## config.mk

```make
export PLATFORM = sky130hd
export DESIGN_NAME = pwmbs_sync
export DESIGN_NICKNAME = d
export VERILOG_FILES = /design/src/rtl/pwmbs_pkg.sv /design/src/rtl/pwmbs_sync.sv
export SDC_FILE = /design/constraint.sdc
export NUM_CORES = 1
export LEC_CHECK = 0
export ABC_AREA = 1
export BUFFER_PORTS_ARGS = -buffer_cell sky130_fd_sc_hd__buf_2
export CAP_MARGIN = 20
export CORE_MARGIN = 3
export CORE_UTILIZATION = 60
export CTS_BUF_LIST = sky130_fd_sc_hd__clkbuf_16
export CTS_CLUSTER_SIZE = 24
export DETAILED_ROUTE_END_ITERATION = 16
export GPL_ROUTABILITY_DRIVEN = 0
export PLACE_DENSITY_LB_ADDON = 0.25
export SKIP_CTS_REPAIR_TIMING = 1
export SLEW_MARGIN = 5
export SYNTH_ARGS = -nofsm -noshare
export SYNTH_HDL_FRONTEND = slang
export SYNTH_SLANG_ARGS = --single-unit
```

## constraint.sdc

```tcl
create_clock -name CLK -period 3.6 [get_ports CLK]
set_input_delay 0.18 -clock CLK [delete_from_list [all_inputs] [get_ports CLK]]
set_output_delay 0.18 -clock CLK [all_outputs]
set_load 0.005 [all_outputs]
```

## src/rtl/pwmbs_pkg.sv

```systemverilog
// constants shared by the pwm timer write-buffer synchronisation block
package pwmbs_pkg;
  // =========================================
  // register offsets (byte addresses)
  localparam logic [7:0] OFS_CTRL  = 8'h00;
  localparam logic [7:0] OFS_SYNC  = 8'h04;
  localparam logic [7:0] OFS_MOD   = 8'h08;
  localparam logic [7:0] OFS_INIT  = 8'h0c;
  localparam logic [7:0] OFS_MASK  = 8'h10;
  localparam logic [7:0] OFS_CHCFG = 8'h14;
  localparam logic [7:0] OFS_STAT  = 8'h18;
  localparam logic [7:0] OFS_CHV   = 8'h20;
  localparam logic [7:0] CHV_STEP  = 8'h04;

  // =========================================
  // control register fields
  localparam int CLK_SRC_LSB = 0;
  localparam int EXT_EN_BIT  = 2;
  localparam int CENTER_BIT  = 3;

  // =========================================
  // sync register fields
  localparam int TRIG_LSB     = 0;
  localparam int SW_REQ_BIT   = 3;
  localparam int BND_MIN_BIT  = 4;
  localparam int BND_MAX_BIT  = 5;
  localparam int SYNC_MODE_BIT = 6;
  localparam int IMMEDIATE_A_BIT   = 7;
  localparam int MASK_SYNC_BIT = 8;

  // =========================================
  // channel config fields
  localparam int OC_LSB     = 0;
  localparam int CH_SYNC_LSB = 8;

  // =========================================
  // counts and reset values
  localparam int          NTRIG       = 3;
  localparam int          NSLOT_FIXED = 2;
  localparam logic [1:0]  CLK_STOPPED = 2'h0;
  localparam logic [15:0] VALUE_RST   = 16'h0000;
  localparam logic [1:0]  RESP_OKAY   = 2'h0;
  localparam logic [1:0]  RESP_SLVERR = 2'h2;
endpackage : pwmbs_pkg

```

## src/rtl/pwmbs_sync.sv

```systemverilog
// pwm timer write-buffer update and synchronisation with an axi4-lite register slave
`timescale 1ns/1ns
module pwmbs_sync #(
  parameter int NCH = 8
) (
  input  wire logic                 CLK,
  input  wire logic                 NRST,
  input  wire logic [7:0]           S_AXI_AWADDR,
  input  wire logic                 S_AXI_AWVALID,
  output wire logic                 S_AXI_AWREADY,
  input  wire logic [31:0]          S_AXI_WDATA,
  input  wire logic [3:0]           S_AXI_WSTRB,
  input  wire logic                 S_AXI_WVALID,
  output wire logic                 S_AXI_WREADY,
  output wire logic [1:0]           S_AXI_BRESP,
  output wire logic                 S_AXI_BVALID,
  input  wire logic                 S_AXI_BREADY,
  input  wire logic [7:0]           S_AXI_ARADDR,
  input  wire logic                 S_AXI_ARVALID,
  output wire logic                 S_AXI_ARREADY,
  output wire logic [31:0]          S_AXI_RDATA,
  output wire logic [1:0]           S_AXI_RRESP,
  output wire logic                 S_AXI_RVALID,
  input  wire logic                 S_AXI_RREADY,
  input  wire logic [2:0]           TRIG_IN,
  input  wire logic                 CNT_TICK,
  input  wire logic                 CNT_WRAP,
  input  wire logic                 CNT_PEAK_STEP,
  input  wire logic                 CNT_MIN_STEP,
  input  wire logic                 CNT_MAX_STEP,
  output wire logic [15:0]          MOD_VALUE,
  output wire logic [15:0]          INIT_VALUE,
  output wire logic [NCH*16-1:0]    CH_VALUE,
  output wire logic [NCH-1:0]       OUT_MASK,
  output wire logic                 CNT_IMMEDIATE_A,
  output wire logic [1:0]           CLK_SOURCE,
  output wire logic                 CENTER_MODE
);
  localparam int NB = NCH + pwmbs_pkg::NSLOT_FIXED;

  function automatic logic [7:0] slot_adr(input int k);
    logic [7:0] ad;
    if (k == 0) begin
      ad = pwmbs_pkg::OFS_MOD;
    end else if (k == 1) begin
      ad = pwmbs_pkg::OFS_INIT;
    end else begin
      ad = 8'(pwmbs_pkg::OFS_CHV + pwmbs_pkg::CHV_STEP * (k - 2));
    end
    return ad;
  endfunction : slot_adr

  function automatic logic addr_ok(input logic [7:0] ad);
    logic ok;
    ok = ad inside {pwmbs_pkg::OFS_CTRL, pwmbs_pkg::OFS_SYNC, pwmbs_pkg::OFS_MASK,
                    pwmbs_pkg::OFS_CHCFG, pwmbs_pkg::OFS_STAT};
    for (int k = 0; k < NB; k++) begin
      if (ad == slot_adr(k)) begin
        ok = 1'b1;
      end
    end
    return ok;
  endfunction : addr_ok

  // =========================================
  // axi write channel
  logic        awrdy_reg;
  logic        wrdy_reg;
  logic        bvalid_reg;
  logic [1:0]  bresp_reg;
  logic [7:0]  awaddr_reg;
  logic [31:0] wdata_reg;
  logic [3:0]  wstrb_reg;
  logic        wr_go;
  logic        wlo;
  logic        whi;

  // address and data are taken in either order; the answer follows both
  assign wr_go = !awrdy_reg && !wrdy_reg && !bvalid_reg;
  assign wlo   = wstrb_reg[0];
  assign whi   = wstrb_reg[1];

  always_ff @(posedge CLK or negedge NRST) begin
    if (!NRST) begin
      awrdy_reg  <= 1'b1;
      awaddr_reg <= 8'h00;
    end else if (S_AXI_AWVALID && awrdy_reg) begin
      awrdy_reg  <= 1'b0;
      awaddr_reg <= S_AXI_AWADDR;
    end else if (wr_go) begin
      awrdy_reg <= 1'b1;
    end
  end

  always_ff @(posedge CLK or negedge NRST) begin
    if (!NRST) begin
      wrdy_reg  <= 1'b1;
      wdata_reg <= 32'h0000_0000;
      wstrb_reg <= 4'h0;
    end else if (S_AXI_WVALID && wrdy_reg) begin
      wrdy_reg  <= 1'b0;
      wdata_reg <= S_AXI_WDATA;
      wstrb_reg <= S_AXI_WSTRB;
    end else if (wr_go) begin
      wrdy_reg <= 1'b1;
    end
  end

  always_ff @(posedge CLK or negedge NRST) begin
    if (!NRST) begin
      bvalid_reg <= 1'b0;
      bresp_reg  <= pwmbs_pkg::RESP_OKAY;
    end else if (wr_go) begin
      bvalid_reg <= 1'b1;
      bresp_reg  <= addr_ok(awaddr_reg) ? pwmbs_pkg::RESP_OKAY : pwmbs_pkg::RESP_SLVERR;
    end else if (S_AXI_BREADY) begin
      bvalid_reg <= 1'b0;
    end
  end

  logic w_ctrl;
  logic w_sync;
  logic w_mask;
  logic w_chcfg;
  assign w_ctrl  = wr_go && wlo && awaddr_reg == pwmbs_pkg::OFS_CTRL;
  assign w_sync  = wr_go && awaddr_reg == pwmbs_pkg::OFS_SYNC;
  assign w_mask  = wr_go && wlo && awaddr_reg == pwmbs_pkg::OFS_MASK;
  assign w_chcfg = wr_go && awaddr_reg == pwmbs_pkg::OFS_CHCFG;

  // =========================================
  // configuration registers
  logic [1:0]     clk_src_reg;
  logic           ext_en_reg;
  logic           center_reg;
  logic           bnd_min_reg;
  logic           bnd_max_reg;
  logic           sync_mode_reg;
  logic           immediate_a_reg;
  logic           mask_sync_reg;
  logic [NCH-1:0] oc_reg;
  logic [NCH-1:0] ch_sync_reg;
  logic [NCH-1:0] mask_buf_reg;
  logic [NCH-1:0] mask_act_reg;

  always_ff @(posedge CLK or negedge NRST) begin
    if (!NRST) begin
      clk_src_reg <= pwmbs_pkg::CLK_STOPPED;
      ext_en_reg  <= 1'b0;
      center_reg  <= 1'b0;
    end else if (w_ctrl) begin
      clk_src_reg <= wdata_reg[pwmbs_pkg::CLK_SRC_LSB +: 2];
      ext_en_reg  <= wdata_reg[pwmbs_pkg::EXT_EN_BIT];
      center_reg  <= wdata_reg[pwmbs_pkg::CENTER_BIT];
    end
  end

  // boundary selects have no hardware clear path
  always_ff @(posedge CLK or negedge NRST) begin
    if (!NRST) begin
      bnd_min_reg   <= 1'b0;
      bnd_max_reg   <= 1'b0;
      sync_mode_reg <= 1'b0;
      immediate_a_reg    <= 1'b0;
      mask_sync_reg <= 1'b0;
    end else if (w_sync) begin
      if (wlo) begin
        bnd_min_reg   <= wdata_reg[pwmbs_pkg::BND_MIN_BIT];
        bnd_max_reg   <= wdata_reg[pwmbs_pkg::BND_MAX_BIT];
        sync_mode_reg <= wdata_reg[pwmbs_pkg::SYNC_MODE_BIT];
        immediate_a_reg    <= wdata_reg[pwmbs_pkg::IMMEDIATE_A_BIT];
      end
      if (whi) begin
        mask_sync_reg <= wdata_reg[pwmbs_pkg::MASK_SYNC_BIT];
      end
    end
  end

  always_ff @(posedge CLK or negedge NRST) begin
    if (!NRST) begin
      oc_reg      <= '0;
      ch_sync_reg <= '0;
    end else if (w_chcfg) begin
      if (wlo) begin
        oc_reg <= wdata_reg[pwmbs_pkg::OC_LSB +: NCH];
      end
      if (whi) begin
        ch_sync_reg <= wdata_reg[pwmbs_pkg::CH_SYNC_LSB +: NCH];
      end
    end
  end

  // =========================================
  // hardware triggers
  logic [2:0] trig_s1_reg;
  logic [2:0] trig_s2_reg;
  logic [2:0] trig_s3_reg;
  logic [2:0] trig_en_reg;
  logic [2:0] hw_ev;
  logic       hw_any;
  logic       w_sync_lo;

  always_ff @(posedge CLK or negedge NRST) begin
    if (!NRST) begin
      trig_s1_reg <= 3'h0;
      trig_s2_reg <= 3'h0;
      trig_s3_reg <= 3'h0;
    end else begin
      trig_s1_reg <= TRIG_IN;
      trig_s2_reg <= trig_s1_reg;
      trig_s3_reg <= trig_s2_reg;
    end
  end

  assign w_sync_lo = w_sync && wlo;
  assign hw_ev     = trig_s2_reg & ~trig_s3_reg & trig_en_reg;
  assign hw_any    = |hw_ev;

  // the write is checked first so a coincident set keeps the enable
  generate
    for (genvar t = 0; t < pwmbs_pkg::NTRIG; t++) begin : g_trig
      always_ff @(posedge CLK or negedge NRST) begin
        if (!NRST) begin
          trig_en_reg[t] <= 1'b0;
        end else if (w_sync_lo) begin
          trig_en_reg[t] <= wdata_reg[pwmbs_pkg::TRIG_LSB + t];
        end else if (hw_ev[t]) begin
          trig_en_reg[t] <= 1'b0;
        end
      end
    end
  endgenerate

  // =========================================
  // software trigger and synchronisation timing
  logic running;
  logic imm;
  logic sw_req_reg;
  logic sw_pulse_reg;
  logic hw_arm_reg;
  logic bnd_hit;
  logic sync_load;
  logic sw_clr;
  logic mask_evt;
  logic cnt_immediate_a_reg;

  assign running = clk_src_reg != pwmbs_pkg::CLK_STOPPED;
  assign imm     = !sync_mode_reg && immediate_a_reg;
  // both selects set: whichever boundary pulse comes first loads
  assign bnd_hit = running && ((bnd_min_reg && (center_reg ? CNT_MIN_STEP : CNT_WRAP))
                 || (bnd_max_reg && CNT_MAX_STEP));
  // mode 1 never arms from hardware, so only software requests reach a boundary
  assign sync_load = imm ? (hw_any || sw_pulse_reg)
                   : (bnd_hit && (sw_req_reg || (hw_arm_reg && !sync_mode_reg)));
  assign sw_clr = imm ? sw_pulse_reg : (bnd_hit && sw_req_reg);
  assign mask_evt = hw_any || (!sync_mode_reg && sw_pulse_reg);

  // the trigger event is taken one cycle after the write of one
  always_ff @(posedge CLK or negedge NRST) begin
    if (!NRST) begin
      sw_pulse_reg <= 1'b0;
    end else begin
      sw_pulse_reg <= w_sync_lo && wdata_reg[pwmbs_pkg::SW_REQ_BIT];
    end
  end

  // a write wins over the completion clear
  always_ff @(posedge CLK or negedge NRST) begin
    if (!NRST) begin
      sw_req_reg <= 1'b0;
    end else if (w_sync_lo) begin
      sw_req_reg <= wdata_reg[pwmbs_pkg::SW_REQ_BIT];
    end else if (sw_clr) begin
      sw_req_reg <= 1'b0;
    end
  end

  always_ff @(posedge CLK or negedge NRST) begin
    if (!NRST) begin
      hw_arm_reg <= 1'b0;
    end else if (hw_any && !sync_mode_reg && !immediate_a_reg) begin
      hw_arm_reg <= 1'b1;
    end else if (bnd_hit) begin
      hw_arm_reg <= 1'b0;
    end
  end

  always_ff @(posedge CLK or negedge NRST) begin
    if (!NRST) begin
      cnt_immediate_a_reg <= 1'b0;
    end else begin
      cnt_immediate_a_reg <= immediate_a_reg ? (hw_any || (!sync_mode_reg && sw_pulse_reg)) : CNT_WRAP;
    end
  end

  // =========================================
  // output mask
  always_ff @(posedge CLK or negedge NRST) begin
    if (!NRST) begin
      mask_buf_reg <= '0;
    end else if (w_mask) begin
      mask_buf_reg <= wdata_reg[NCH-1:0];
    end
  end

  always_ff @(posedge CLK or negedge NRST) begin
    if (!NRST) begin
      mask_act_reg <= '0;
    end else if (!mask_sync_reg || mask_evt) begin
      mask_act_reg <= mask_buf_reg;
    end
  end

  // =========================================
  // buffered values: slot 0 modulo, slot 1 initial, then channels
  wire [NB-1:0] full_w;
  wire [NB-1:0] ld_w;
  wire [NB-1:0] wsel_w;
  wire [15:0]   wbuf_w [NB];
  wire [15:0]   act_w  [NB];

  generate
    for (genvar i = 0; i < NB; i++) begin : g_slot
      logic [15:0] wbuf_reg;
      logic [15:0] act_reg;
      logic        lo_reg;
      logic        hi_reg;
      logic        ld;
      logic        sel;

      assign sel       = wr_go && awaddr_reg == slot_adr(i);
      assign full_w[i] = lo_reg && hi_reg;
      assign ld_w[i]   = ld;
      assign wsel_w[i] = sel;
      assign wbuf_w[i] = wbuf_reg;
      assign act_w[i]  = act_reg;

      if (i == 0) begin : g_mod
        assign ld = full_w[i] && (!running
                  || (!ext_en_reg && (center_reg ? CNT_PEAK_STEP : CNT_WRAP))
                  || (ext_en_reg && sync_load));
      end else if (i == 1) begin : g_init
        assign ld = full_w[i];
      end else begin : g_ch
        logic own;
        assign own = !ext_en_reg || !ch_sync_reg[i-2];
        assign ld  = full_w[i] && (!running
                   || (own && oc_reg[i-2] && CNT_TICK)
                   || (own && !oc_reg[i-2] && (center_reg ? CNT_PEAK_STEP : CNT_WRAP))
                   || (!own && sync_load));
      end

      always_ff @(posedge CLK or negedge NRST) begin
        if (!NRST) begin
          wbuf_reg <= pwmbs_pkg::VALUE_RST;
        end else if (sel) begin
          wbuf_reg[7:0]  <= wlo ? wdata_reg[7:0] : wbuf_reg[7:0];
          wbuf_reg[15:8] <= whi ? wdata_reg[15:8] : wbuf_reg[15:8];
        end
      end

      // a byte written in the transfer cycle keeps its flag
      always_ff @(posedge CLK or negedge NRST) begin
        if (!NRST) begin
          lo_reg <= 1'b0;
          hi_reg <= 1'b0;
        end else begin
          lo_reg <= (lo_reg && !ld) || (sel && wlo);
          hi_reg <= (hi_reg && !ld) || (sel && whi);
        end
      end

      always_ff @(posedge CLK or negedge NRST) begin
        if (!NRST) begin
          act_reg <= pwmbs_pkg::VALUE_RST;
        end else if (ld) begin
          act_reg <= wbuf_reg;
        end
      end

      if (i >= 2) begin : g_out
        assign CH_VALUE[16*(i-2) +: 16] = act_reg;
      end
    end
  endgenerate

  // =========================================
  // axi read channel
  logic        arrdy_reg;
  logic        rvalid_reg;
  logic [31:0] rdata_reg;
  logic [1:0]  rresp_reg;
  logic [31:0] rd_data;

  always_comb begin
    rd_data = 32'h0000_0000;
    case (S_AXI_ARADDR)
      pwmbs_pkg::OFS_CTRL: begin
        rd_data[pwmbs_pkg::CLK_SRC_LSB +: 2] = clk_src_reg;
        rd_data[pwmbs_pkg::EXT_EN_BIT]       = ext_en_reg;
        rd_data[pwmbs_pkg::CENTER_BIT]       = center_reg;
      end
      pwmbs_pkg::OFS_SYNC: begin
        rd_data[pwmbs_pkg::TRIG_LSB +: 3]    = trig_en_reg;
        rd_data[pwmbs_pkg::SW_REQ_BIT]       = sw_req_reg;
        rd_data[pwmbs_pkg::BND_MIN_BIT]      = bnd_min_reg;
        rd_data[pwmbs_pkg::BND_MAX_BIT]      = bnd_max_reg;
        rd_data[pwmbs_pkg::SYNC_MODE_BIT]    = sync_mode_reg;
        rd_data[pwmbs_pkg::IMMEDIATE_A_BIT]       = immediate_a_reg;
        rd_data[pwmbs_pkg::MASK_SYNC_BIT]    = mask_sync_reg;
      end
      pwmbs_pkg::OFS_MASK: begin
        rd_data[NCH-1:0] = mask_act_reg;
      end
      pwmbs_pkg::OFS_CHCFG: begin
        rd_data[pwmbs_pkg::OC_LSB +: NCH]      = oc_reg;
        rd_data[pwmbs_pkg::CH_SYNC_LSB +: NCH] = ch_sync_reg;
      end
      pwmbs_pkg::OFS_STAT: begin
        rd_data[NB-1:0] = full_w;
      end
      default: begin
        for (int k = 0; k < NB; k++) begin
          if (S_AXI_ARADDR == slot_adr(k)) begin
            rd_data = {16'h0000, act_w[k]};
          end
        end
      end
    endcase
  end

  always_ff @(posedge CLK or negedge NRST) begin
    if (!NRST) begin
      arrdy_reg  <= 1'b1;
      rvalid_reg <= 1'b0;
      rdata_reg  <= 32'h0000_0000;
      rresp_reg  <= pwmbs_pkg::RESP_OKAY;
    end else if (S_AXI_ARVALID && arrdy_reg) begin
      arrdy_reg  <= 1'b0;
      rvalid_reg <= 1'b1;
      rdata_reg  <= rd_data;
      rresp_reg  <= addr_ok(S_AXI_ARADDR) ? pwmbs_pkg::RESP_OKAY : pwmbs_pkg::RESP_SLVERR;
    end else if (rvalid_reg && S_AXI_RREADY) begin
      arrdy_reg  <= 1'b1;
      rvalid_reg <= 1'b0;
    end
  end

  assign S_AXI_AWREADY = awrdy_reg;
  assign S_AXI_WREADY  = wrdy_reg;
  assign S_AXI_BVALID  = bvalid_reg;
  assign S_AXI_BRESP   = bresp_reg;
  assign S_AXI_ARREADY = arrdy_reg;
  assign S_AXI_RVALID  = rvalid_reg;
  assign S_AXI_RDATA   = rdata_reg;
  assign S_AXI_RRESP   = rresp_reg;
  assign MOD_VALUE     = act_w[0];
  assign INIT_VALUE    = act_w[1];
  assign OUT_MASK      = mask_act_reg;
  assign CNT_IMMEDIATE_A    = cnt_immediate_a_reg;
  assign CLK_SOURCE    = clk_src_reg;
  assign CENTER_MODE   = center_reg;
endmodule : pwmbs_sync

```

### After elaboration in Yosys (flattened, before gate mapping)

Index checks and enable logic that the tools add are counted.

| storage, ports and cells | value |
|---|---|
| memories | 0 |
| memory bits (writable) | 0 |
| logic and storage cells | 506 |
| bits in latches | 0 |
| flip-flop bits (word level) | 464 |
| output and inout port bits | 213 |
| input bits | 67 |
| bits in read-only memories | 0 |

| operators by class | value |
|---|---|
| multiplexer cells | 94 |
| shift-type cells | 0 |
| divide/modulo/power cells | 0 |
| add/sub/neg operators | 0 |
| reduce and logical (&&, ||, !) cells | 278 |
| $mul | 0 |
| magnitude comparators | 0 |
| eq/ne operators | 48 |
| bitwise gates (word level) | 3 |

Operators by type and width:

| operator | count |
|---|---|
| two-way mux 32 bit | 9 |
| equality test 8 bit | 30 |
| two-way mux 8 bit | 30 |
| logical AND 1 bit | 134 |
| equality test 8 x 6 -> 1 bit (second input constant) | 8 |
| logical OR 1 bit | 59 |
| equality test 8 x 5 -> 1 bit (second input constant) | 6 |
| AND reduction 2 bit | 24 |
| two-way mux 1 bit | 46 |
| logical NOT 1 bit | 42 |
| one-hot mux 4 bit (5 select lines) | 2 |
| two-way mux 16 bit | 2 |
| nonzero test 2 bit | 10 |
| equality test 8 x 3 -> 1 bit (second input constant) | 2 |
| equality test 8 x 4 -> 1 bit (second input constant) | 2 |
| logical NOT 8 bit | 2 |
| one-hot mux 6 bit (2 select lines) | 1 |
| nonzero test 5 bit | 2 |
| AND 3 bit | 2 |
| OR reduction 3 bit | 2 |
| OR reduction 5 bit | 1 |
| two-way mux 2 bit | 2 |
| one-hot mux 1 bit (4 select lines) | 1 |
| OR reduction 4 bit | 1 |
| other kinds (3) | 3 |

### Logic depth before layout (Yosys ltp)

Gate-level depths: netlist of run 1.

| logic depth | value |
|---|---|
| depth after elaboration | 17 |
| gate-level depth with buffers | 13 |
| mapped depth without buffers | 12 |

### Worst setup path before layout of run 1

No wires, ideal clock.

| timing path | value |
|---|---|
| kind | register to register |
| start | register center_reg, in the netlist CENTER_MODE |
| end | register g_slot[2].hi_reg |
| period minus slack after synthesis | 1710 ps |
| stages on the path, launching flop included | 14 |
| arrival time | 1583 ps |
| buffers on the path | 1 |
| library setup time | 127 ps |
| slack | 1890 ps |
| required time | 3473 ps |
| cells stage by stage | dfrtp_1 > inv_1 > nand2_1 > nand2_1 > nand2_1 > a21oi_2 > nand2_2 > o21ai_4 > nand2_1 > nand2_2 > nand2_4 > buf_6 > nand2_1 > nand2_1 |

| between the ends | value |
|---|---|
| longest elaborated chain between the ends | 12 |
| elaborated cells between the ends (all ways) | 15 |
| classes of those cells | mux: 3; reduce/logical: 12 |

RTL lines:

| element | RTL line | text |
|---|---|---|
| from (decl) | pwmbs_sync.sv:134 | `logic center_reg;` |
| from (signal assigned) | pwmbs_sync.sv:153 | `center_reg <= wdata_reg[pwmbs_pkg::CENTER_BIT];` |
| two-way mux 1 bit | pwmbs_sync.sv:249 | `assign bnd_hit = running && ((bnd_min_reg && (center_reg ? CNT_MIN_STEP : CNT_WRAP))` |
| logical AND 1 bit | pwmbs_sync.sv:249 |  |
| logical OR 1 bit | pwmbs_sync.sv:250 | `\|\| (bnd_max_reg && CNT_MAX_STEP));` |
| logical AND 1 bit | pwmbs_sync.sv:249 |  |
| logical AND 1 bit | pwmbs_sync.sv:253 | `: (bnd_hit && (sw_req_reg \|\| (hw_arm_reg && !sync_mode_reg)));` |
| two-way mux 1 bit | pwmbs_sync.sv:252 | `assign sync_load = imm ? (hw_any \|\| sw_pulse_reg)` |
| logical AND 1 bit | pwmbs_sync.sv:349 | `\|\| (!own && sync_load));` |
| logical OR 1 bit * | pwmbs_sync.sv:349 |  |
| logical AND 1 bit * | pwmbs_sync.sv:346 | `assign ld = full_w[i] && (!running` |
| logical NOT 1 bit * | pwmbs_sync.sv:368 | `hi_reg <= (hi_reg && !ld) \|\| (sel && whi);` |
| logical AND 1 bit * | pwmbs_sync.sv:368 |  |
| logical OR 1 bit * | pwmbs_sync.sv:368 |  |
| to (signal assigned) | pwmbs_sync.sv:368 |  |
| to (decl) | pwmbs_sync.sv:326 | `logic hi_reg;` |

Mark *: on every way between the ends. The rest lies on a longest branch, timed or not.
A chain may end at the register's enable or synchronous reset.

### Final worst setup path of run 1

| timing path | value |
|---|---|
| start | register awaddr_reg[1] |
| end | register g_slot[9].wbuf_reg[5] |

| between the ends | value |
|---|---|
| longest elaborated chain between the ends | 3 |

RTL lines:

| element | RTL line | text |
|---|---|---|
| from (decl) | pwmbs_sync.sv:71 | `logic [7:0] awaddr_reg;` |
| from (signal assigned) | pwmbs_sync.sv:86 | `awaddr_reg <= 8'h00;` |
| from (signal assigned) | pwmbs_sync.sv:89 | `awaddr_reg <= S_AXI_AWADDR;` |
| equality test 8 x 6 -> 1 bit | pwmbs_sync.sv:330 | `assign sel = wr_go && awaddr_reg == slot_adr(i);` |
| logical AND 1 bit | pwmbs_sync.sv:330 |  |
| AND reduction 2 bit (no line) | n/a |  |
| to (signal assigned) | pwmbs_sync.sv:354 | `wbuf_reg <= pwmbs_pkg::VALUE_RST;` |
| to (signal assigned) | pwmbs_sync.sv:356 | `wbuf_reg[7:0] <= wlo ? wdata_reg[7:0] : wbuf_reg[7:0];` |
| to (decl) | pwmbs_sync.sv:323 | `logic [15:0] wbuf_reg;` |

No other way between the ends.

==> results of run 1 <==
layer usage:
layer / wire length (um) / share of wire, % / vias to the layer above
li1: - / - / 7681
met2: 27700 / 46 / 1168
met3: 7030 / 12 / 222
met1: 22500 / 37 / 8358
met4: 3260 / 5.4 / 0
met5: 0 / 0 / -
final cells by class:
cell class	instances	area share (%)
flip-flops and latches	446	49.7
multi-input cells	1578	31.1
repair buffers	300	8.02
clock buffers	47	5.24
well taps	396	2.21
inverters	129	2.16
clock inverters	36	1.58
cell families (layout without fill, tap and decap cells):
logic type | count (synthesis) | count (layout)
simple gates | 1285 | 1285
flops | 446 | 446
compound gates | 262 | 262
buf+inv | 240 | 512
mux | 13 | 13
other cells | 1 | 18
cell usage after synthesis, types with 4 or more instances:
cell type,n
a21oi_1,39
buf_2,13
buf_4,28
buf_6,9
clkbuf_1,61
clkinv_1,9
dfrtp_1,443
inv_1,119
mux2_2,13
nand2_1,818
nand2_2,12
nand2_4,9
nand3_1,239
nand3b_1,4
nand4_1,19
nor2_1,134
nor2_2,4
nor3_1,9
o21ai_0,204
o21ai_1,9
or2_0,6
or2_2,26
path summary, 6_finish.rpt:
kind	from	to	slack, ns	depth (start not counted)
setup / recovery	awaddr_reg[1]	g_slot[9].wbuf_reg[5]	1.19	7
hold / removal	CNT_MAX_STEP	hw_arm_reg	0.08	4
setup reg to reg	awaddr_reg[1]	g_slot[9].wbuf_reg[5]	1.19	7
hold reg to reg	trig_s1_reg[2]	trig_s2_reg[2]	0.35	0
max in group asynchronous	NRST	INIT_VALUE[15]	2.30	3
min in group asynchronous	NRST	g_slot[1].wbuf_reg[3]	0.21	2
critical path, delay by kind of cell (launching register included):
family                 cells  cell delay, ns
buffers and inverters      2            0.24
AOI/OAI and AO/OA          1            0.36
DFF                        1            0.38
and+or+nand+nor            4            1.29
metrics by stage:
step / cell area (um2) / utilization [%] / hold slack [ns] / power, W
after floorplan: 19200 / - / -0.116 / 0.00747
after CTS: 22100 / 71.2 / -0.316 / 0.0133
after global placement: 20500 / 66.3 / 0.245 / 0.00833
after detailed placement: 20500 / 66.3 / 0.245 / 0.00846
final: 22400 / 72.4 / 0.0828 / 0.0134
after global routing: 22400 / 72.4 / 0.0634 / 0.0139
placed cells by master (no fill, tap or decap), types with 13 or more instances in the layout:
| cell type | instances |
|---|---|
| dlygate4sd3_1 | 35 |
| clkbuf_16 | 47 |
| a21oi_1 | 39 |
| clkinv_1 | 18 |
| dfrtp_1 | 443 |
| nor2_1 | 132 |
| mux2_2 | 13 |
| nand2_1 | 818 |
| nand4_1 | 19 |
| inv_1 | 134 |
| buf_2 | 242 |
| nand3_1 | 239 |
| buf_4 | 18 |
| o21ai_0 | 204 |
| conb_1 | 18 |
| or2_2 | 26 |
power groups by stage:
| stage | sequential [W] | combinational [W] | clock (W) |
|---|---|---|---|
| final | 0.00629 | 0.00223 | 0.00490 |
| after global routing | 0.00636 | 0.00245 | 0.00511 |
| after CTS | 0.00626 | 0.00214 | 0.00488 |
| after detailed placement | 0.00634 | 0.00212 | 0 |
| after global placement | 0.00630 | 0.00203 | 0 |
| after floorplan | 0.00624 | 0.00123 | 0 |
==> results.md, run 1 <==
Pwr:
- The net load switching power is about 0.0040 W.
- The worst vdd rail ir drop is 582 uV.
- For this design the ratio of total power to cell area is between 500 and 600 nW/um2.
- The fraction of power consumed by sequential logic is 46.9%.
- The fraction of power spent switching nets is about 30%.
- Summed over all cells, the static leakage comes to 12.0 nW.
- The internal portion of the total power is ~0.0094 W.
- The clock share of power is 36.5%.
- Of the total power, combinational logic draws between 15 and 20%.

Clock network:
- The number of buffers created by CTS is 45.
- At the later pin of the worst-skew pair, clock insertion delay measures ~0.55 ns.
- In this run the deepest clock path goes through 3 buffers.
- The clock tree from TritonCTS is built.
- The clock tree synthesis step divided the H-tree into 2 levels.
- Clock-pin slew was measured on the worst setup and hold paths at ~0.060 ns.
- The clock sink total is ~450.
- The cell at the root of the clock tree is clkbuf_16.

Timing:
- The relative max-transition margin is between 30 and 40%.
- The shortest period the worst path allows is 2.41 ns.
- The achievable clock frequency is around 0.42 GHz.
- Of the available clock period, the critical path in the final layout requires between 60 and 70%.
- Setup slack closes at 1.19 ns.
- The clock arrives with 0.0240 ns of skew.
- Setup total negative slack on the finished layout was measured at 0 ns.
- For the pin with the worst max-slew slack, the measured transition is about 1.0 ns.
- The final-report max-slew violation count is 0.
- Setup violations remaining at the end of the flow were counted as 0.
- The number of endpoints with negative hold slack in the final report came to 0.
- Setup repair after global routing left no endpoint under its margin.

Global route:
- The via count of the first global-routing pass is roughly 16k.
- Entering global routing, the biggest net connects between 100 and 150 pins.
- The initial antenna violation count is 0.
- The met2 global-route usage is between 50% and 60%.
- The wire length of the first global-routing pass is ~91 mm.
- For this run, global-route usage on met1 was measured as a little under half.
- met2 is the most crowded layer.
- Global routing used a little over a third of the available tracks.
- After global routing the overflow that remains totals 0.
- The global routing usage on met3 is 6.95%.

Route:
- The iteration count of the initial detailed-routing pass is 6.
- The via count is between 15k and 20k.
- The wire length per cell after detailed routing is a little over 20 um.
- The count of nets left with antenna violations once routing finished came out at 0.
- Using the TritonRoute via totals, the vias-per-cell ratio works out to approximately 5.9.
- In this run, the number of DRC markers left after iteration 0 of detailed routing was 2096.
- The final layout contains routed wiring with a total length of 60.5 mm.
- The count of unresolved DRC violations after routing is 0.

Setup path:
- For this design, the slowest cell found on the critical path is nand2_1.
- The maximum net fanout on the critical path is 17.
- The most numerous cell type found on the critical path is nor2_1.
- For this run, the slowest stage of the critical path takes around 0.52 ns.
- The signal arrival time at the worst endpoint is roughly 2.8 ns.
- The critical path is of the reg -> reg type.
- STA classifies the critical path endpoint as a flip-flop.
- Traced cell by cell, the critical path runs through nor2_1 > inv_1 > nor2_1 > inv_1 > nor2_1 > nand2_1 > o21ai_0.
- STA puts the critical path data required time at approximately 4.0 ns.
- The startpoint kind of the worst setup timing path is a flip-flop.

Logic synthesis:
- The count of unique library cells instantiated by Yosys is 37.
- The fraction of synthesized cell area in xor and xnor cells is 0%.
- The mapped cell area is 19200 um2.
- The largest area contributor in the synthesized netlist is dfrtp_1.
- The number of enable flip-flop cells after synthesis is 0.
- Of the total synthesized cell area, the portion taken by AND, OR, NAND and NOR gates is between 20% and 30%.
- The share of synthesized area spent on multiplexers is less than 1%.
- By area, the combinational part of the netlist is dominated by simple AND/OR/NAND/NOR gates.
- After technology mapping, the gate count stands at 2247.
- In this run the mean area of a mapped cell was around 8.5 um2.
- The share of synthesized cell area in full adder, half adder and majority cells is 0%.
- For this run, the number of Yosys warnings is 0.
- The compound-cell area share of the yosys netlist is 7.05%.
- Summed over its instances, the top area cell type makes up between 50% and 60% of the synthesized netlist area.
- For this run, the leading register cell type out of synthesis is dfrtp_1.
- By area the synthesized netlist is led by dfrtp_1 58%, nand2_1 16%, nand3_1 6.2%, o21ai_0 5.3%, nor2_1 2.6%.
- The synthesized design contains around 450 register bits.
- After synthesis, the share of flip-flops with an asynchronous set or reset is 100%.
- The portion of the post-synthesis area used by sequential elements is 58.3%.

Die:
- Row generation in the floorplan step produced 64 rows.
- The die is roughly 180 um wide.
- The die outline area is 34100 um2.
- The die extent in y is about 180 um.
- The core region is just over 30000 um2.
- In this run the count of I/O pins placed on the die edge is 280.
- Once the floorplan was initialized, standard cells occupied between 60% and 70% of the core.

Place:
- Timing analysis after detailed placement gives a worst setup slack of ~1.1 ns.
- The placed instance count is between 2k and 3k.
- Buffers placed on the I/O ports in this run total 243.
- The HPWL after detailed placement is around 40 mm.

Finish:
- The share of cells above drive strength 1 is between 10% and 20%.
- The register with the most flip-flops in the layout has 160 of them.
- The count of inserted antenna diode cells is 0.
- The number of nets in the finished design is 2567.
- In the final layout, flip-flops and latches occupy 11200 um2.
- The count of fill cells added during filler insertion is between 2k and 2.5k.
- The area added between synthesis and finish is 17.2%.
- Leaving out filler cells and counting taps, the final layout contains 2932.
- The area of the multi-input gates is ~7000 um2.

Min path:
- The tightest min-delay check is of the in -> reg type.

Job:
- The count of max-cap constraint violations is 0.

Run status:
- The flow ran to the end, and the final reports show no timing, DRC or antenna violations.
(Power assumes the default switching activity.)
==> run 2: changes to the inputs <==
--- a/config.mk
+++ b/config.mk
@@ -5,11 +5,11 @@
 export SDC_FILE = /design/constraint.sdc
 export NUM_CORES = 1
 export LEC_CHECK = 0
-export ABC_AREA = 1
+export ABC_AREA = 0
 export BUFFER_PORTS_ARGS = -buffer_cell sky130_fd_sc_hd__buf_2
 export CAP_MARGIN = 20
 export CORE_MARGIN = 3
-export CORE_UTILIZATION = 60
+export CORE_UTILIZATION = 59
 export CTS_BUF_LIST = sky130_fd_sc_hd__clkbuf_16
 export CTS_CLUSTER_SIZE = 24
 export DETAILED_ROUTE_END_ITERATION = 16
==> constraint.sdc (replaced) <==
create_clock -name CLK -period 2.4 [get_ports CLK]
set_input_delay 0.12 -clock CLK [delete_from_list [all_inputs] [get_ports CLK]]
set_output_delay 0.12 -clock CLK [all_outputs]
set_load 0.005 [all_outputs]
==> run 2 against run 1 <==
Net effect: sequential power grew 59%; synthesized cell count shrank 11%; cell count is 4.2% lower; critical path depth decreased by 1; first-iteration DRC count up 21%; critical endpoint is now g_slot[2].act_reg[4]; via count rose by 13%; largest cell class unchanged; total power increased by 63%; flip-flop and latch count unchanged; clock power up 50%.
==> results.md, run 2 <==
Logic synthesis:
- The portion of the post-synthesis area used by sequential elements is 50.8% (was 58.3%).
- The average instance area after synthesis is 10.9 um2 (was 8.53 um2).
- The proportion of synthesized flip-flops having asynchronous set or reset is 100% (unchanged).
- The number of synthesized register bits is 446 (unchanged).
- The most used flip-flop cell after synthesis is dfrtp_1 (unchanged).
- The largest area contributor in the synthesized netlist is dfrtp_1 (unchanged).
- The mapped cell area is 22000 um2 (was 19200 um2).
- The count of unique library cells instantiated by Yosys is 85 (was 37).
- Most frequent cells after synthesis: 443 x dfrtp_1, 293 x nand2_1, 260 x mux2_2, 135 x o211ai_1, 127 x o2111ai_1 (was 818 x nand2_1, 443 x dfrtp_1, 239 x nand3_1, 204 x o21ai_0, 134 x nor2_1).
- The gate count of the mapped netlist is 2009 (was 2247).
- The top cell type's share of synthesized area is 50.5% (was 57.9%).
- The number of enable flip-flop cells after synthesis is 0 (unchanged).
- Cell types with the largest area share after synthesis: dfrtp_1 50%, mux2_2 13%, o2111ai_1 5.1%, nand2_1 5.0%, o211ai_1 4.6% (was dfrtp_1 58%, nand2_1 16%, nand3_1 6.2%, o21ai_0 5.3%, nor2_1 2.6%).
- The yosys synthesis warning count was 0 (unchanged).
- The library cell with the highest instance count after synthesis is dfrtp_1 (was nand2_1).

Place:
- The placed instance area is 24100 um2 (was 20500 um2).
- The placed instance count came to 2684 (was 2813).
- The count of input and output buffers was 243 (unchanged).
- The pre-CTS setup slack is 0.143 ns (was 1.13 ns).
- The placed wire-length estimate after detailed placement was 53.6 mm (was 40.4 mm).

Route:
- The via count is 19.6k (was 17.4k).
- The final routed wirelength across all metal layers is 78.0 mm (was 60.5 mm).
- The iteration count of the initial detailed-routing pass came to 11 (was 6).
- The DRC marker count from the first detailed-route iteration is 2531 (was 2096).
- The total met2 wirelength after detailed routing was 34.6 mm (was 27.7 mm).
- The met3 wire length is 10.1 mm (was 7.03 mm).
- The detailed-route vias per instance is 6.98 (was 5.94).
- The top routing layer in use is met5 (was met4).
- The wire length per cell after detailed routing is 27.8 um (was 20.6 um).
- The final antenna-violating net count came to 0 (unchanged).
- The count of unresolved DRC violations after routing was 0 (unchanged).
- The wire length on met1 is 28.0 mm (was 22.5 mm).

Finish:
- The flip-flop count of the largest register after layout was 160 (unchanged).
- The most common cell after layout, fill and taps aside is dfrtp_1 (was nand2_1).
- The area added between synthesis and finish is 18.3% (was 17.2%).
- Commonest cells after routing, fill and taps aside: 443 x dfrtp_1, 293 x nand2_1, 260 x mux2_2 (was 818 x nand2_1, 443 x dfrtp_1, 242 x buf_2).
- The non-filler instance count after layout is 2810 (was 2932).
- The share of cells above drive strength 1 is 32.6% (was 15.7%).
- The number of nets in the finished design is 2369 (was 2567).
- The design area is 26000 um2 (was 22400 um2).

Clock network:
- The insertion delay to the later sink of the worst-skew pair is 0.59 ns (was 0.55 ns).
- The post-CTS clock slew at the launch and capture registers of the worst setup and hold paths is 0.07 ns (was 0.06 ns).
- The number of H-tree levels is 2 (unchanged).
- The maximum root-to-sink buffer count is 3 (unchanged).
- The clock tree from TritonCTS is built (unchanged).
- The clock sink total is 446 (unchanged).
- The number of buffers created by CTS is 46 (was 45).
- The cell at the root of the clock tree was clkbuf_16 (unchanged).

Die:
- The starting utilization of the core area is 59.9% (was 61.8%).
- The horizontal die dimension was 199 um (was 185 um).
- The number of top-level design ports was 280 (unchanged).
- The placement row count came to 70 (was 64).
- The placeable core area is 36700 um2 (was 31000 um2).
- The die outline area is 39600 um2 (was 34100 um2).
- The die extent in y is 199 um (was 185 um).

Pwr:
- The net load switching power was 0.00738 W (was 0.00400 W).
- The fraction of power spent switching nets is 33.8% (was 29.8%).
- The share of total power in combinational logic is 20.5% (was 16.6%).
- The worst vdd rail ir drop came to 777 uV (was 582 uV).
- The clock share of power is 33.8% (was 36.5%).
- The static power due to leakage is 11.9 nW (was 12.0 nW).
- The internal power consumption is 0.0144 W (was 0.00942 W).
- The power density relative to cell area is 839 nW/um2 (was 598 nW/um2).
- The fraction of power consumed by sequential logic is 45.8% (was 46.9%).

Timing:
- The number of endpoints with negative hold slack in the final report came to 0 (unchanged).
- The part of the cycle the worst path needs is 97.4% (was 66.9%).
- RSZ-0062 raised after global routing: false (unchanged).
- The relative max-transition margin was 20.8% (was 33.5%).
- The final-report max-slew violation count was 0 (unchanged).
- The shortest period the worst path allows was 2.34 ns (was 2.41 ns).
- The final setup skew is 0.0175 ns (was 0.0240 ns).
- The achievable clock frequency is 0.428 GHz (was 0.415 GHz).
- The transition time of the tightest slew-check pin is 1.19 ns (was 0.996 ns).
- The setup slack of the critical path after layout is 0.0613 ns (was 1.19 ns).
- The final-layout setup total negative slack is 0 ns (unchanged).
- The final setup violation count is 0 (unchanged).

Global route:
- The sum of overflow across all layers after global routing is 0 (unchanged).
- The via count of the first global-routing pass came to 18.6k (was 16.2k).
- The pin count of the biggest net entering global routing is 76 (was 105).
- The initial antenna violation count is 7 (was 0).
- The wire length of the first global-routing pass came to 115 mm (was 90.8 mm).
- The global routing usage summed across all routing layers is 38.9% (was 34.7%).

Setup path:
- The required time of the critical path came to 2.84 ns (was 4.03 ns).
- Critical-path cell list: mux2_2 > buf_4 > mux2i_1 > nand2_1 > nand3_1 > o211ai_1 (was nor2_1 > inv_1 > nor2_1 > inv_1 > nor2_1 > nand2_1 > o21ai_0).
- The signal arrival time at the worst endpoint was 2.78 ns (was 2.83 ns).
- The startpoint kind of the worst setup timing path is a flip-flop (unchanged).
- The maximum net fanout on the critical path is 17 (unchanged).
- The worst path buffer plus inverter count is 1 (was 2).
- The delay of the slowest cell on the worst path was 0.46 ns (was 0.52 ns).
- The cell class contributing the biggest share of worst-path delay is simple AND/OR/NAND/NOR gates (unchanged).
- The slowest cell on the critical path is nand2_1 (unchanged).
- The type of the worst setup path is reg -> reg (unchanged).
- The critical path capture point type is a flip-flop (unchanged).

Min path:
- The class of the most critical hold timing path is in -> reg (unchanged).

Run status:
- Run status: finished clean (unchanged).

Job:
- The count of max-cap constraint violations is 0 (unchanged).
==> run 2: routing by layer <==
layer | up-vias | GRT usage, %
li1 | 8123 | -
met1 | 9632 | 51.8
met2 | 1480 | 57.5
met3 | 372 | 10.7
met4 | 8 | 23.0
met5 | - | 0
==> run 2: final timing paths <==
path	start	end	slack, ns	cells after the start
min in group asynchronous	NRST	g_slot[4].act_reg[8]	0.11	2
min reg2reg	trig_s1_reg[1]	trig_s2_reg[1]	0.35	0
max in group asynchronous	NRST	S_AXI_RDATA[7]	1.43	3
max	CENTER_MODE	g_slot[2].act_reg[4]	0.06	6
min	CNT_MAX_STEP	hw_arm_reg	0.04	4
max reg2reg	CENTER_MODE	g_slot[2].act_reg[4]	0.06	6
==> run 2: layout make-up <==
type                            count  area [um2]
Clock buffer                       49        1230
Fill cell                        2606       10700
Multi-Input combinational cell   1365        9900
Sequential cell                   446       11200
Antenna cell                        5        12.5
Timing Repair Buffer              405        2660
Tap cell                          468         586
Inverter                           38         143
Clock inverter                     34         298
==> run 2: logic make-up after synthesis <==
family,after synthesis,share of synthesized area (%)
AO/OA/AOI/OAI,553,19.2
AND/OR/NAND/NOR,518,11.4
flip-flops,446,50.8
multiplexers,276,14.1
buffers and inverters,215,4.46
other,1,0.0171
==> run 2: per-stage QoR <==
stage / hold WS [ns] / total power, W / utilization [%]
finish: 0.0409 / 0.0218 / 70.8
global route: 0.0846 / 0.0224 / 70.8
CTS: -0.448 / 0.0215 / 69.7
detailed placement: 0.177 / 0.0142 / 65.6
global placement: 0.168 / 0.0140 / 65.6
floorplan: -0.176 / 0.0117 / -
==> run 2: worst min-delay path, cell delays in order <==
cell and delay [ns]:
buf_2 0.11, nand2_1 0.08, o22ai_2 0.13, o2bb2ai_1 0.15
==> run 2: power groups by stage <==
stage / Clock (W) / Sequential (W) / Combinational [W]
6_report: 0.00737 / 0.00998 / 0.00446
3_3_place_gp: 0 / 0.00991 / 0.00409
4_1_cts: 0.00737 / 0.00986 / 0.00425
5_1_grt: 0.00771 / 0.0100 / 0.00464
2_1_floorplan: 0 / 0.00926 / 0.00242
3_5_place_dp: 0 / 0.00997 / 0.00422
